<file path="config.mk">
export PLATFORM = sky130hd
export DESIGN_NAME = rx_port_link_sensor_status
export DESIGN_NICKNAME = d
export VERILOG_FILES = /design/src/logic/rx_status_pkg.sv /design/src/logic/port_link_flags.sv /design/src/logic/rx_port_link_sensor_status.sv
export SDC_FILE = /design/constraint.sdc
export NUM_CORES = 1
export LEC_CHECK = 0
export BUFFER_PORTS_ARGS = -buffer_cell sky130_fd_sc_hd__buf_2
export CORE_MARGIN = 2
export CORE_UTILIZATION = 55
export CTS_CLUSTER_SIZE = 12
export DETAILED_ROUTE_END_ITERATION = 16
export HOLD_SLACK_MARGIN = 0.12
export MAX_ROUTING_LAYER = met4
export PLACE_DENSITY = 0.85
export SLEW_MARGIN = 20
export SYNTH_ARGS = -nofsm -noshare
export SYNTH_HDL_FRONTEND = slang
export SYNTH_SLANG_ARGS = --single-unit
</file>
<file path="constraint.sdc">
create_clock -name core_clk -period 6.25 [get_ports core_clk]
set_clock_uncertainty 0.15 [all_clocks]
set_input_delay 0.625 -clock core_clk [delete_from_list [all_inputs] [get_ports core_clk]]
set_output_delay 0.625 -clock core_clk [all_outputs]
set_load 0.02 [all_outputs]
</file>
<file path="src/logic/rx_status_pkg.sv">
// shared constants and helpers for the receive-port status bank
package rx_status_pkg;

    localparam int NUM_PORTS = 4;
    localparam int PORT_W    = 2;
    localparam int LIMIT_W   = 8;

    // register offsets
    localparam logic [7:0] ADDR_PORT_SELECT = 8'h4C;
    localparam logic [7:0] ADDR_LINK_FLAGS  = 8'h4E;
    localparam logic [7:0] ADDR_RATE_INT    = 8'h4F;
    localparam logic [7:0] ADDR_RATE_FRAC   = 8'h50;
    localparam logic [7:0] ADDR_ALARM       = 8'h51;
    localparam logic [7:0] ADDR_VOLTAGE     = 8'h52;
    localparam logic [7:0] ADDR_TEMP        = 8'h53;

    // link flag bit positions
    localparam int BIT_LINE_INCONS = 7;
    localparam int BIT_LINE_CHG    = 6;
    localparam int BIT_CODING      = 5;
    localparam int BIT_OVERFLOW    = 4;
    localparam int BIT_CAMERA_ERR  = 3;
    localparam int BIT_SETTLED     = 2;
    localparam int BIT_CLK_MISSING = 1;
    localparam int BIT_LINE_TOTAL  = 0;

    // remote sensor field positions
    localparam int ALARM_W       = 6;
    localparam int LEVEL_W       = 3;
    localparam int SUPPLY1_LSB   = 4;
    localparam int SUPPLY0_LSB   = 0;
    localparam int TEMP_LSB      = 0;

    // port select fields: write enables low, read port above
    localparam int PSEL_WEN_LSB  = 0;
    localparam int PSEL_READ_LSB = 4;

    // reset values
    localparam logic [7:0] RST_BYTE        = 8'h00;
    localparam logic [7:0] RST_PORT_SELECT = 8'h01;
    localparam logic [LIMIT_W-1:0] MIN_FAULT_LIMIT = 8'h01;

    // sticky flag: a set in the clearing cycle wins
    function automatic logic sticky_next(
        input logic set_evt,
        input logic clr_evt,
        input logic cur
    );
        sticky_next = set_evt | (cur & ~clr_evt);
    endfunction : sticky_next

endpackage : rx_status_pkg

</file>
<file path="src/logic/port_link_flags.sv">
// status flags and rate bytes of one receive port
module port_link_flags (
    input  wire logic                                core_clk,
    input  wire logic                                rst_n,
    input  wire logic                                line_width_inconsistent,
    input  wire logic                                line_width_changed,
    input  wire logic                                link_coding_fault,
    input  wire logic                                fifo_overflow,
    input  wire logic                                camera_rx_error,
    input  wire logic                                rate_measure_settled,
    input  wire logic                                link_clock_missing,
    input  wire logic                                frame_line_total_changed,
    input  wire logic                                fault_count_en,
    input  wire logic [rx_status_pkg::LIMIT_W-1:0]   link_fault_limit,
    input  wire logic [7:0]                          rate_integer_byte,
    input  wire logic [7:0]                          rate_fraction_byte,
    input  wire logic                                flags_read,
    output logic      [7:0]                          flags_reg,
    output logic      [7:0]                          rate_int_reg,
    output logic      [7:0]                          rate_frac_reg
);

    logic coding_seen;

    // a fault at limit 1 drops lock first, so the coding error is lost
    assign coding_seen = link_coding_fault & fault_count_en
                       & (link_fault_limit > rx_status_pkg::MIN_FAULT_LIMIT);

    ////////////////////////////////////////////////////////////////////////
    always_ff @(posedge core_clk) begin
        if (!rst_n) begin
            flags_reg <= rx_status_pkg::RST_BYTE;
        end else begin
            flags_reg[rx_status_pkg::BIT_LINE_INCONS] <= rx_status_pkg::sticky_next(
                line_width_inconsistent, flags_read,
                flags_reg[rx_status_pkg::BIT_LINE_INCONS]);
            flags_reg[rx_status_pkg::BIT_LINE_CHG] <= rx_status_pkg::sticky_next(
                line_width_changed, flags_read,
                flags_reg[rx_status_pkg::BIT_LINE_CHG]);
            flags_reg[rx_status_pkg::BIT_CODING] <= rx_status_pkg::sticky_next(
                coding_seen, flags_read,
                flags_reg[rx_status_pkg::BIT_CODING]);
            flags_reg[rx_status_pkg::BIT_OVERFLOW] <= rx_status_pkg::sticky_next(
                fifo_overflow, flags_read,
                flags_reg[rx_status_pkg::BIT_OVERFLOW]);
            flags_reg[rx_status_pkg::BIT_CAMERA_ERR]  <= camera_rx_error;
            flags_reg[rx_status_pkg::BIT_SETTLED]     <= rate_measure_settled;
            flags_reg[rx_status_pkg::BIT_CLK_MISSING] <= link_clock_missing;
            flags_reg[rx_status_pkg::BIT_LINE_TOTAL] <= rx_status_pkg::sticky_next(
                frame_line_total_changed, flags_read,
                flags_reg[rx_status_pkg::BIT_LINE_TOTAL]);
        end
    end

    ////////////////////////////////////////////////////////////////////////
    // rate bytes follow the measurement; one cycle of latency
    always_ff @(posedge core_clk) begin
        if (!rst_n) begin
            rate_int_reg  <= rx_status_pkg::RST_BYTE;
            rate_frac_reg <= rx_status_pkg::RST_BYTE;
        end else begin
            rate_int_reg  <= rate_integer_byte;
            rate_frac_reg <= rate_fraction_byte;
        end
    end

endmodule : port_link_flags

</file>
<file path="src/logic/rx_port_link_sensor_status.sv">
// per-port link and remote sensor status bank behind the host register port
//
// Overview of operation
// Bit 7 of the link flags is set when a frame had lines of unequal length, held until read.
// Bit 6 is set on a change of line length and cleared by reading the link flags.
// Bit 5 is set on a link line-coding error and cleared by reading the link flags.
// Coding errors count only while the fault counter is enabled with a limit above 1.
// Bit 4 is set on a packet buffer overflow and cleared by reading the link flags.
// Read-only bit 3 mirrors the camera receive error summary.
// Read-only bit 2 shows a settled rate measure and bit 1 a missing link clock.
// Bit 0 is set on a change of lines per frame and cleared by reading the link flags.
// The integer megahertz part of the link rate reads from its own byte register.
// The rate fraction in 1/256 MHz steps reads from its own byte register.
// Every status register is per port, reached through the port select register.
// Sensor status registers load from the forward channel with no software write.
// Alarm register bits 5..0 hold the remote alarms, bits 7:6 read zero.
// Voltage register holds supply one level in 6:4 and supply zero in 2:0.
// Temperature register holds the remote level in 2:0, bits 7:3 zero.
// Reserved bits read zero and writes to status registers do nothing.
module rx_port_link_sensor_status (
    input  wire logic                                                    core_clk,
    input  wire logic                                                    rst_n,
    // host register port, from the serial control interface
    input  wire logic [7:0]                                              reg_addr,
    input  wire logic                                                    reg_wr,
    input  wire logic [7:0]                                              reg_wdata,
    input  wire logic                                                    reg_rd,
    output logic      [7:0]                                              reg_rdata,
    output logic                                                         reg_rvalid,
    // receive front end, one bit or byte per port
    input  wire logic [rx_status_pkg::NUM_PORTS-1:0]                     line_width_inconsistent,
    input  wire logic [rx_status_pkg::NUM_PORTS-1:0]                     line_width_changed,
    input  wire logic [rx_status_pkg::NUM_PORTS-1:0]                     link_coding_fault,
    input  wire logic [rx_status_pkg::NUM_PORTS-1:0]                     fifo_overflow,
    input  wire logic [rx_status_pkg::NUM_PORTS-1:0]                     camera_rx_error,
    input  wire logic [rx_status_pkg::NUM_PORTS-1:0]                     rate_measure_settled,
    input  wire logic [rx_status_pkg::NUM_PORTS-1:0]                     link_clock_missing,
    input  wire logic [rx_status_pkg::NUM_PORTS-1:0]                     frame_line_total_changed,
    input  wire logic [rx_status_pkg::NUM_PORTS-1:0]                     fault_count_en,
    input  wire logic [rx_status_pkg::NUM_PORTS-1:0][rx_status_pkg::LIMIT_W-1:0]
                                                                         link_fault_limit,
    input  wire logic [rx_status_pkg::NUM_PORTS-1:0][7:0]                rate_integer_byte,
    input  wire logic [rx_status_pkg::NUM_PORTS-1:0][7:0]                rate_fraction_byte,
    // forward channel sensor words from each remote serializer
    input  wire logic [rx_status_pkg::NUM_PORTS-1:0]                     fwd_sensor_valid,
    input  wire logic [rx_status_pkg::NUM_PORTS-1:0][rx_status_pkg::ALARM_W-1:0]
                                                                         fwd_alarms,
    input  wire logic [rx_status_pkg::NUM_PORTS-1:0][rx_status_pkg::LEVEL_W-1:0]
                                                                         fwd_supply_one,
    input  wire logic [rx_status_pkg::NUM_PORTS-1:0][rx_status_pkg::LEVEL_W-1:0]
                                                                         fwd_supply_zero,
    input  wire logic [rx_status_pkg::NUM_PORTS-1:0][rx_status_pkg::LEVEL_W-1:0]
                                                                         fwd_temp,
    // selected read port, for the surrounding register file
    output logic      [rx_status_pkg::PORT_W-1:0]                        read_port
);

    localparam int NP = rx_status_pkg::NUM_PORTS;
    localparam int LW = rx_status_pkg::LEVEL_W;
    localparam int AW = rx_status_pkg::ALARM_W;

    ////////////////////////////////////////////////////////////////////////
    // declarations

    logic [7:0]              port_select_reg;
    logic [7:0]              port_select_next;
    logic [rx_status_pkg::PORT_W-1:0] sel_port;
    logic [NP-1:0]           flags_read;
    logic [NP-1:0][7:0]      flags_reg;
    logic [NP-1:0][7:0]      rate_int_reg;
    logic [NP-1:0][7:0]      rate_frac_reg;
    logic [NP-1:0][AW-1:0]   alarm_reg;
    logic [NP-1:0][LW-1:0]   supply_one_reg;
    logic [NP-1:0][LW-1:0]   supply_zero_reg;
    logic [NP-1:0][LW-1:0]   temp_reg;
    logic [7:0]              rdata_next;
    logic                    sel_wr;

    ////////////////////////////////////////////////////////////////////////
    // port select register

    assign sel_wr  = reg_wr && (reg_addr == rx_status_pkg::ADDR_PORT_SELECT);
    assign sel_port = port_select_reg[rx_status_pkg::PSEL_READ_LSB +: rx_status_pkg::PORT_W];

    always_comb begin
        port_select_next = port_select_reg;
        if (sel_wr) begin
            port_select_next = reg_wdata;
        end
    end

    always_ff @(posedge core_clk) begin
        if (!rst_n) begin
            port_select_reg <= rx_status_pkg::RST_PORT_SELECT;
        end else begin
            port_select_reg <= port_select_next;
        end
    end

    always_ff @(posedge core_clk) begin
        if (!rst_n) begin
            read_port <= '0;
        end else begin
            read_port <= port_select_next[rx_status_pkg::PSEL_READ_LSB +:
                                          rx_status_pkg::PORT_W];
        end
    end

    ////////////////////////////////////////////////////////////////////////
    // read-to-clear goes only to the copy the host is looking at

    always_comb begin
        flags_read = '0;
        if (reg_rd && (reg_addr == rx_status_pkg::ADDR_LINK_FLAGS)) begin
            flags_read[sel_port] = 1'b1;
        end
    end

    ////////////////////////////////////////////////////////////////////////
    // per-port link flag banks

    for (genvar p = 0; p < NP; p++) begin : g_port
        port_link_flags u_flags (
            .core_clk                 (core_clk),
            .rst_n                    (rst_n),
            .line_width_inconsistent  (line_width_inconsistent[p]),
            .line_width_changed       (line_width_changed[p]),
            .link_coding_fault        (link_coding_fault[p]),
            .fifo_overflow            (fifo_overflow[p]),
            .camera_rx_error          (camera_rx_error[p]),
            .rate_measure_settled     (rate_measure_settled[p]),
            .link_clock_missing       (link_clock_missing[p]),
            .frame_line_total_changed (frame_line_total_changed[p]),
            .fault_count_en           (fault_count_en[p]),
            .link_fault_limit         (link_fault_limit[p]),
            .rate_integer_byte        (rate_integer_byte[p]),
            .rate_fraction_byte       (rate_fraction_byte[p]),
            .flags_read               (flags_read[p]),
            .flags_reg                (flags_reg[p]),
            .rate_int_reg             (rate_int_reg[p]),
            .rate_frac_reg            (rate_frac_reg[p])
        );

        // sensor mirror: the serializer owns these, software cannot write
        always_ff @(posedge core_clk) begin
            if (!rst_n) begin
                alarm_reg[p]       <= '0;
                supply_one_reg[p]  <= '0;
                supply_zero_reg[p] <= '0;
                temp_reg[p]        <= '0;
            end else if (fwd_sensor_valid[p]) begin
                alarm_reg[p]       <= fwd_alarms[p];
                supply_one_reg[p]  <= fwd_supply_one[p];
                supply_zero_reg[p] <= fwd_supply_zero[p];
                temp_reg[p]        <= fwd_temp[p];
            end
        end
    end

    ////////////////////////////////////////////////////////////////////////
    // read mux; unmapped offsets and reserved bits read zero

    always_comb begin
        rdata_next = rx_status_pkg::RST_BYTE;
        unique case (reg_addr)
            rx_status_pkg::ADDR_PORT_SELECT: begin
                rdata_next = port_select_reg;
            end
            rx_status_pkg::ADDR_LINK_FLAGS: begin
                rdata_next = flags_reg[sel_port];
            end
            rx_status_pkg::ADDR_RATE_INT: begin
                rdata_next = rate_int_reg[sel_port];
            end
            rx_status_pkg::ADDR_RATE_FRAC: begin
                rdata_next = rate_frac_reg[sel_port];
            end
            rx_status_pkg::ADDR_ALARM: begin
                rdata_next[AW-1:0] = alarm_reg[sel_port];
            end
            rx_status_pkg::ADDR_VOLTAGE: begin
                rdata_next[rx_status_pkg::SUPPLY1_LSB +: LW] = supply_one_reg[sel_port];
                rdata_next[rx_status_pkg::SUPPLY0_LSB +: LW] = supply_zero_reg[sel_port];
            end
            rx_status_pkg::ADDR_TEMP: begin
                rdata_next[rx_status_pkg::TEMP_LSB +: LW] = temp_reg[sel_port];
            end
            default: begin
                rdata_next = rx_status_pkg::RST_BYTE;
            end
        endcase
    end

    ////////////////////////////////////////////////////////////////////////
    // read data is captured with the flag values from before the clear

    always_ff @(posedge core_clk) begin
        if (!rst_n) begin
            reg_rdata <= rx_status_pkg::RST_BYTE;
        end else if (reg_rd) begin
            reg_rdata <= rdata_next;
        end
    end

    always_ff @(posedge core_clk) begin
        if (!rst_n) begin
            reg_rvalid <= 1'b0;
        end else begin
            reg_rvalid <= reg_rd;
        end
    end

endmodule : rx_port_link_sensor_status

</file>
# Yosys cells after proc, flatten, opt, wreduce, memory -nomap -nowiden
# Cells that the tools add are included.
# W data, S select, Z words.
word_totals:
  elab_cells: 122
  output_inout_bits: 11
  inputBits: 216
  reg_bits: 173
op_classes:
  bitwise: 52
  n_mux: 22
  n_lt_le_gt_ge: 6
  n_reduce_logical: 3
  n_eq_ne: 7
ops:
  columns: ["cell", "count"]
  rows:
  - ["$eq A8 B7 Y1 const B", 7]
  - ["$bmux W8 S2", 3]
  - ["$gt A8 B1 Y1 const B", 4]
  - ["$and A1 B1 Y1", 28]
  - ["$mux W8", 3]
  - ["$pmux W3 S7", 1]
  - ["$or A1 B1 Y1", 20]
  - ["$bmux W3 S2", 3]
  - ["$bmux W6 S2", 1]
  - ["$pmux W2 S6", 1]
  - ["$pmux W1 S5", 2]
  - ["$mux W3", 3]
  - ["$mux W6", 1]
  - ["$mux W4", 1]
  - ["$not A1 Y1", 4]
  - ["$pmux W1 S4", 1]
  - ["$logic_and A1 B1 Y1", 3]
  - ["$lt A2 B3 Y1 const B", 1]
  - ["$demux W1 S2", 1]
  - ["$ge A2 B1 Y1 const B", 1]
  - ["$mux W1", 1]

# Logic depth before layout (Yosys ltp)
logic_depth:
  word_depth: 8
  depth_mapped: 9
  mapped_depth_nobuf: 5

# Modules after synthesis
# Synthesis repeated with hierarchy kept, for this count alone.
unflattened:
  cells_unflattened: 627
  area_unflattened_um2: 7126.8
modules_own_cells:
  columns: ["mod", "area_each_um2", "n_inst", "cells_each", "seq_area_each_um2"]
  rows:
  - ["rx_port_link_sensor_status", 4324.1, 1, 395, 1541.5]
  - ["port_link_flags", 700.7, 4, 58, 480.5]

# Least setup slack after synthesis
# Ideal clock, no wire load.
synth_path:
  kind: "input -> register"
  start: "in reg_addr[5]"
  end: "reg g_port[0].u_flags.flags_reg[0]"
  arrival_time_ns: 2.019
  path_buffers: 0
  required_time_ns: 5.983
  setup_time_ns: 0.117
  path_stages: 5
  path_slack_ns: 3.964
  path_cell_list: "or3b_4 -> nor3_4 -> nand4b_2 -> o31a_1 -> a22o_1"
synth_via:
  elab_chain_cells: 6
synth_lines:
  columns: ["item", "line", "source"]
  rows:
  - ["from (decl)", "rx_port_link_sensor_status.sv:24", "input wire logic [7:0] reg_addr,"]
  - ["$eq A8 B7 Y1", "rx_port_link_sensor_status.sv:114", "if (reg_rd && (reg_addr == rx_status_pkg::ADDR_LINK_FLAGS)) begin"]
  - ["$logic_and A1 B1 Y1", "rx_port_link_sensor_status.sv:114", null]
  - ["$mux W4", "rx_port_link_sensor_status.sv:114", null]
  - ["$not A1 Y1", "rx_status_pkg.sv:49", "sticky_next = set_evt | (cur & ~clr_evt);"]
  - ["$and A1 B1 Y1", "rx_status_pkg.sv:49", null]
  - ["$or A1 B1 Y1", "rx_status_pkg.sv:49", null]
  - ["to (signal assigned)", "port_link_flags.sv:32", "flags_reg <= rx_status_pkg::RST_BYTE;"]
  - ["to (signal, indexed assignment)", "port_link_flags.sv:34", "flags_reg[rx_status_pkg::BIT_LINE_INCONS] <= rx_status_pkg::sticky_next("]
  - ["to (signal, indexed assignment)", "port_link_flags.sv:37", "flags_reg[rx_status_pkg::BIT_LINE_CHG] <= rx_status_pkg::sticky_next("]
  - ["to (decl)", "port_link_flags.sv:18", "output logic [7:0] flags_reg,"]
# Every way passes these cells.
# A chain may end at the register's enable or synchronous reset.

==> flow_summary.ini <==
[routing]
ant_nets = 0
drc = 0
viasPerCell = 5.32
drt_iter0_drc = 303
first_pass_iters = 4
vias = 5335
wirelength_mm = 17.7
wl_per_cell_um = 17.6

[setup_path]
reg2reg_to = reg_rdata[2]
reg2regPathDepth = 6
critPathCaptureType = flip-flop
required_ps = 6440
timing.rr.start = read_port[1]
cp-start-kind = flip-flop
r2r_setup_slack_ps = 3330
path_max_fanout = 35
crit_type = flip-flop to flip-flop
critPathArrivalTime_ps = 3110

[min_path]
hold_start = rate_integer_byte[28]
hp-class = input port to flip-flop
whs_path_depth = 2
holdPathEnd = g_port[3].u_flags.rate_int_reg[4]

[yosys]
synth_seq_cells = 173
seq_area_frac_synth = 0.490
netlist_instances = 624
ys_types = 53
synth-edff-count = 0
yosysWarningCount = 0
avgSynthCellArea_um2 = 11.3
syn-num-nets = 840
async_reset_ff_frac = 0
syn-cell-area_um2 = 7060
synth_top_flop_cell = dfxtp_1

[power_and_ir_drop]
p_per_area_nw_per_um2 = 286
leakagePower_uw = 0.00389
ir_worst_vdd_mv = 0.168

[global_route]
grt_overflow = 0
grt_pass1_wl_mm = 28.2
grt_max_degree = 162
grtUsageTotal = 0.267
antenna_found_initial = 1
grt_pass1_vias = 5559

[clock_tree]
hold_buffers = 0
cts.path.max_buffers = 2
htreeDepth = 4
clk_latency_ps = 420
cts.sinks = 173
cts_tree = done
post-cts-setup-buffers = 0
cts_root_buf = clkbuf_16
cts-buffers-inserted = 17
cts_resized = 0
clk_pin_slew_worst_paths_ps = 60

[floorplan]
die_area_um2 = 13800
die_height_um = 117
rows = 41
start_util = 0.562
die_w_um = 117
core_um2 = 12600
io_pins = 227

[sta]
rsz0062_at_grt = no
relSlewSlack = 0.398
hold_viol_final = 0
min_period_ps = 2920
setup_viol = 0
fin_crit_sh = 0.467
slew_violations = 0
finalSetupTns_ps = 0
tightestPinTransition_ps = 902
timing.fmax_mhz = 342

[final_layout]
nNetsFinal = 1035
area_growth_pct = 24.9
drive_gt1_frac = 0.357
layout_common_cells = buf_2, dfxtp_1, mux2i_1
post-route-cell-area_um2 = 8820
final_common_cell = buf_2

[place]
port_buffers = 222
detailed_place_hpwl_mm = 12.4
gp_congestion = 0.866
dpl_cell_area_um2 = 8190

[status]
status = finished clean

[flow_run]
max_cap_violations = 0
cell families (layout without fill, tap and decap cells):
group,Yosys count,count (layout),share of synthesized area
compound gates,77,77,0.0852
buf+inv,50,256,0.0322
flops,173,173,0.490
mux,125,125,0.220
other cells,0,1,0
simple gates,199,199,0.173
per-layer routing:
layer,vias up,global-route usage,wire length (um)
met5,-,-,0
met4,0,0.0889,316
met3,26,0.0700,1280
met2,221,0.447,8880
met1,2480,0.313,7180
li1,2608,-,-
worst max-delay path by stage:
stage,endpoint,slack (ps),startpoint
after floorplan,g_port[0].u_flags.flags_reg[0],3960,reg_addr[5]
after global placement,reg_rdata[1],3300,reg_addr[1]
after detailed placement,reg_rdata[1],3180,reg_addr[1]
after CTS,reg_rdata[1],3220,read_port[0]
after global routing,reg_rdata[2],3140,read_port[1]
final,reg_rdata[2],3330,read_port[1]
cell usage after synthesis, types with 2 or more instances:
cell	n	area [um2]
buf_1	5	18.8
a21oi_1	7	35.0
nand2_1	12	45.0
buf_2	11	55.1
o21a_1	3	22.5
dfxtp_1	173	3460
nor2_1	7	26.3
a32oi_1	2	17.5
o22ai_1	4	25.0
nand2b_1	4	25.0
nor2b_1	71	444
clkbuf_1	27	101
nand3_1	5	25.0
mux4_2	23	518
o2bb2ai_1	5	43.8
a31oi_1	2	12.5
o31a_1	2	17.5
a2111oi_0	2	17.5
nor3_1	5	25.0
or4_1	4	30.0
o31ai_1	2	15.0
mux2_2	10	113
nor4_1	4	25.0
buf_4	3	22.5
a211oi_1	5	37.5
and2_1	78	488
a221oi_1	3	26.3
mux2i_1	92	921
o21ai_0	7	35.0
o221a_2	3	33.8
o221ai_1	4	35.0
buf_6	2	22.5
a22o_1	17	149
report_power, final:
group          internal [uW]  switching [uW]  total, uW
sequential              1170            25.6       1190
clock                    705             403       1110
combinational            127             101        228
total                   2000             530       2530
layout make-up:
class | instances | area, um2
clock inverter | 7 | 135
antenna | 1 | 2.50
clock buffer | 23 | 488
inverter | 2 | 7.51
sequential | 173 | 3470
multi-input combinational | 401 | 3370
tap | 172 | 215
timing repair buffer | 224 | 1130
fill | 939 | 3750
per-stage QoR:
stage	utilization	hold WS, ps	power (uW)	instances	setup WS (ps)
after global placement	0.652	288	1430	972	3300
after CTS	0.701	245	2540	1002	3220
after floorplan	-	283	1340	624	3960
after global routing	0.702	249	2610	1003	3140
after detailed placement	0.652	299	1440	972	3180
final	0.702	256	2530	1003	3330
critical path, cell delays in order (launching register included):
cell       delay, ps
dfxtp_2          730
buf_4            550
nand2b_1         290
o22ai_1          100
a2111oi_0        630
nor3_1           130
o21ai_0          200
(Power assumes the default switching activity.)
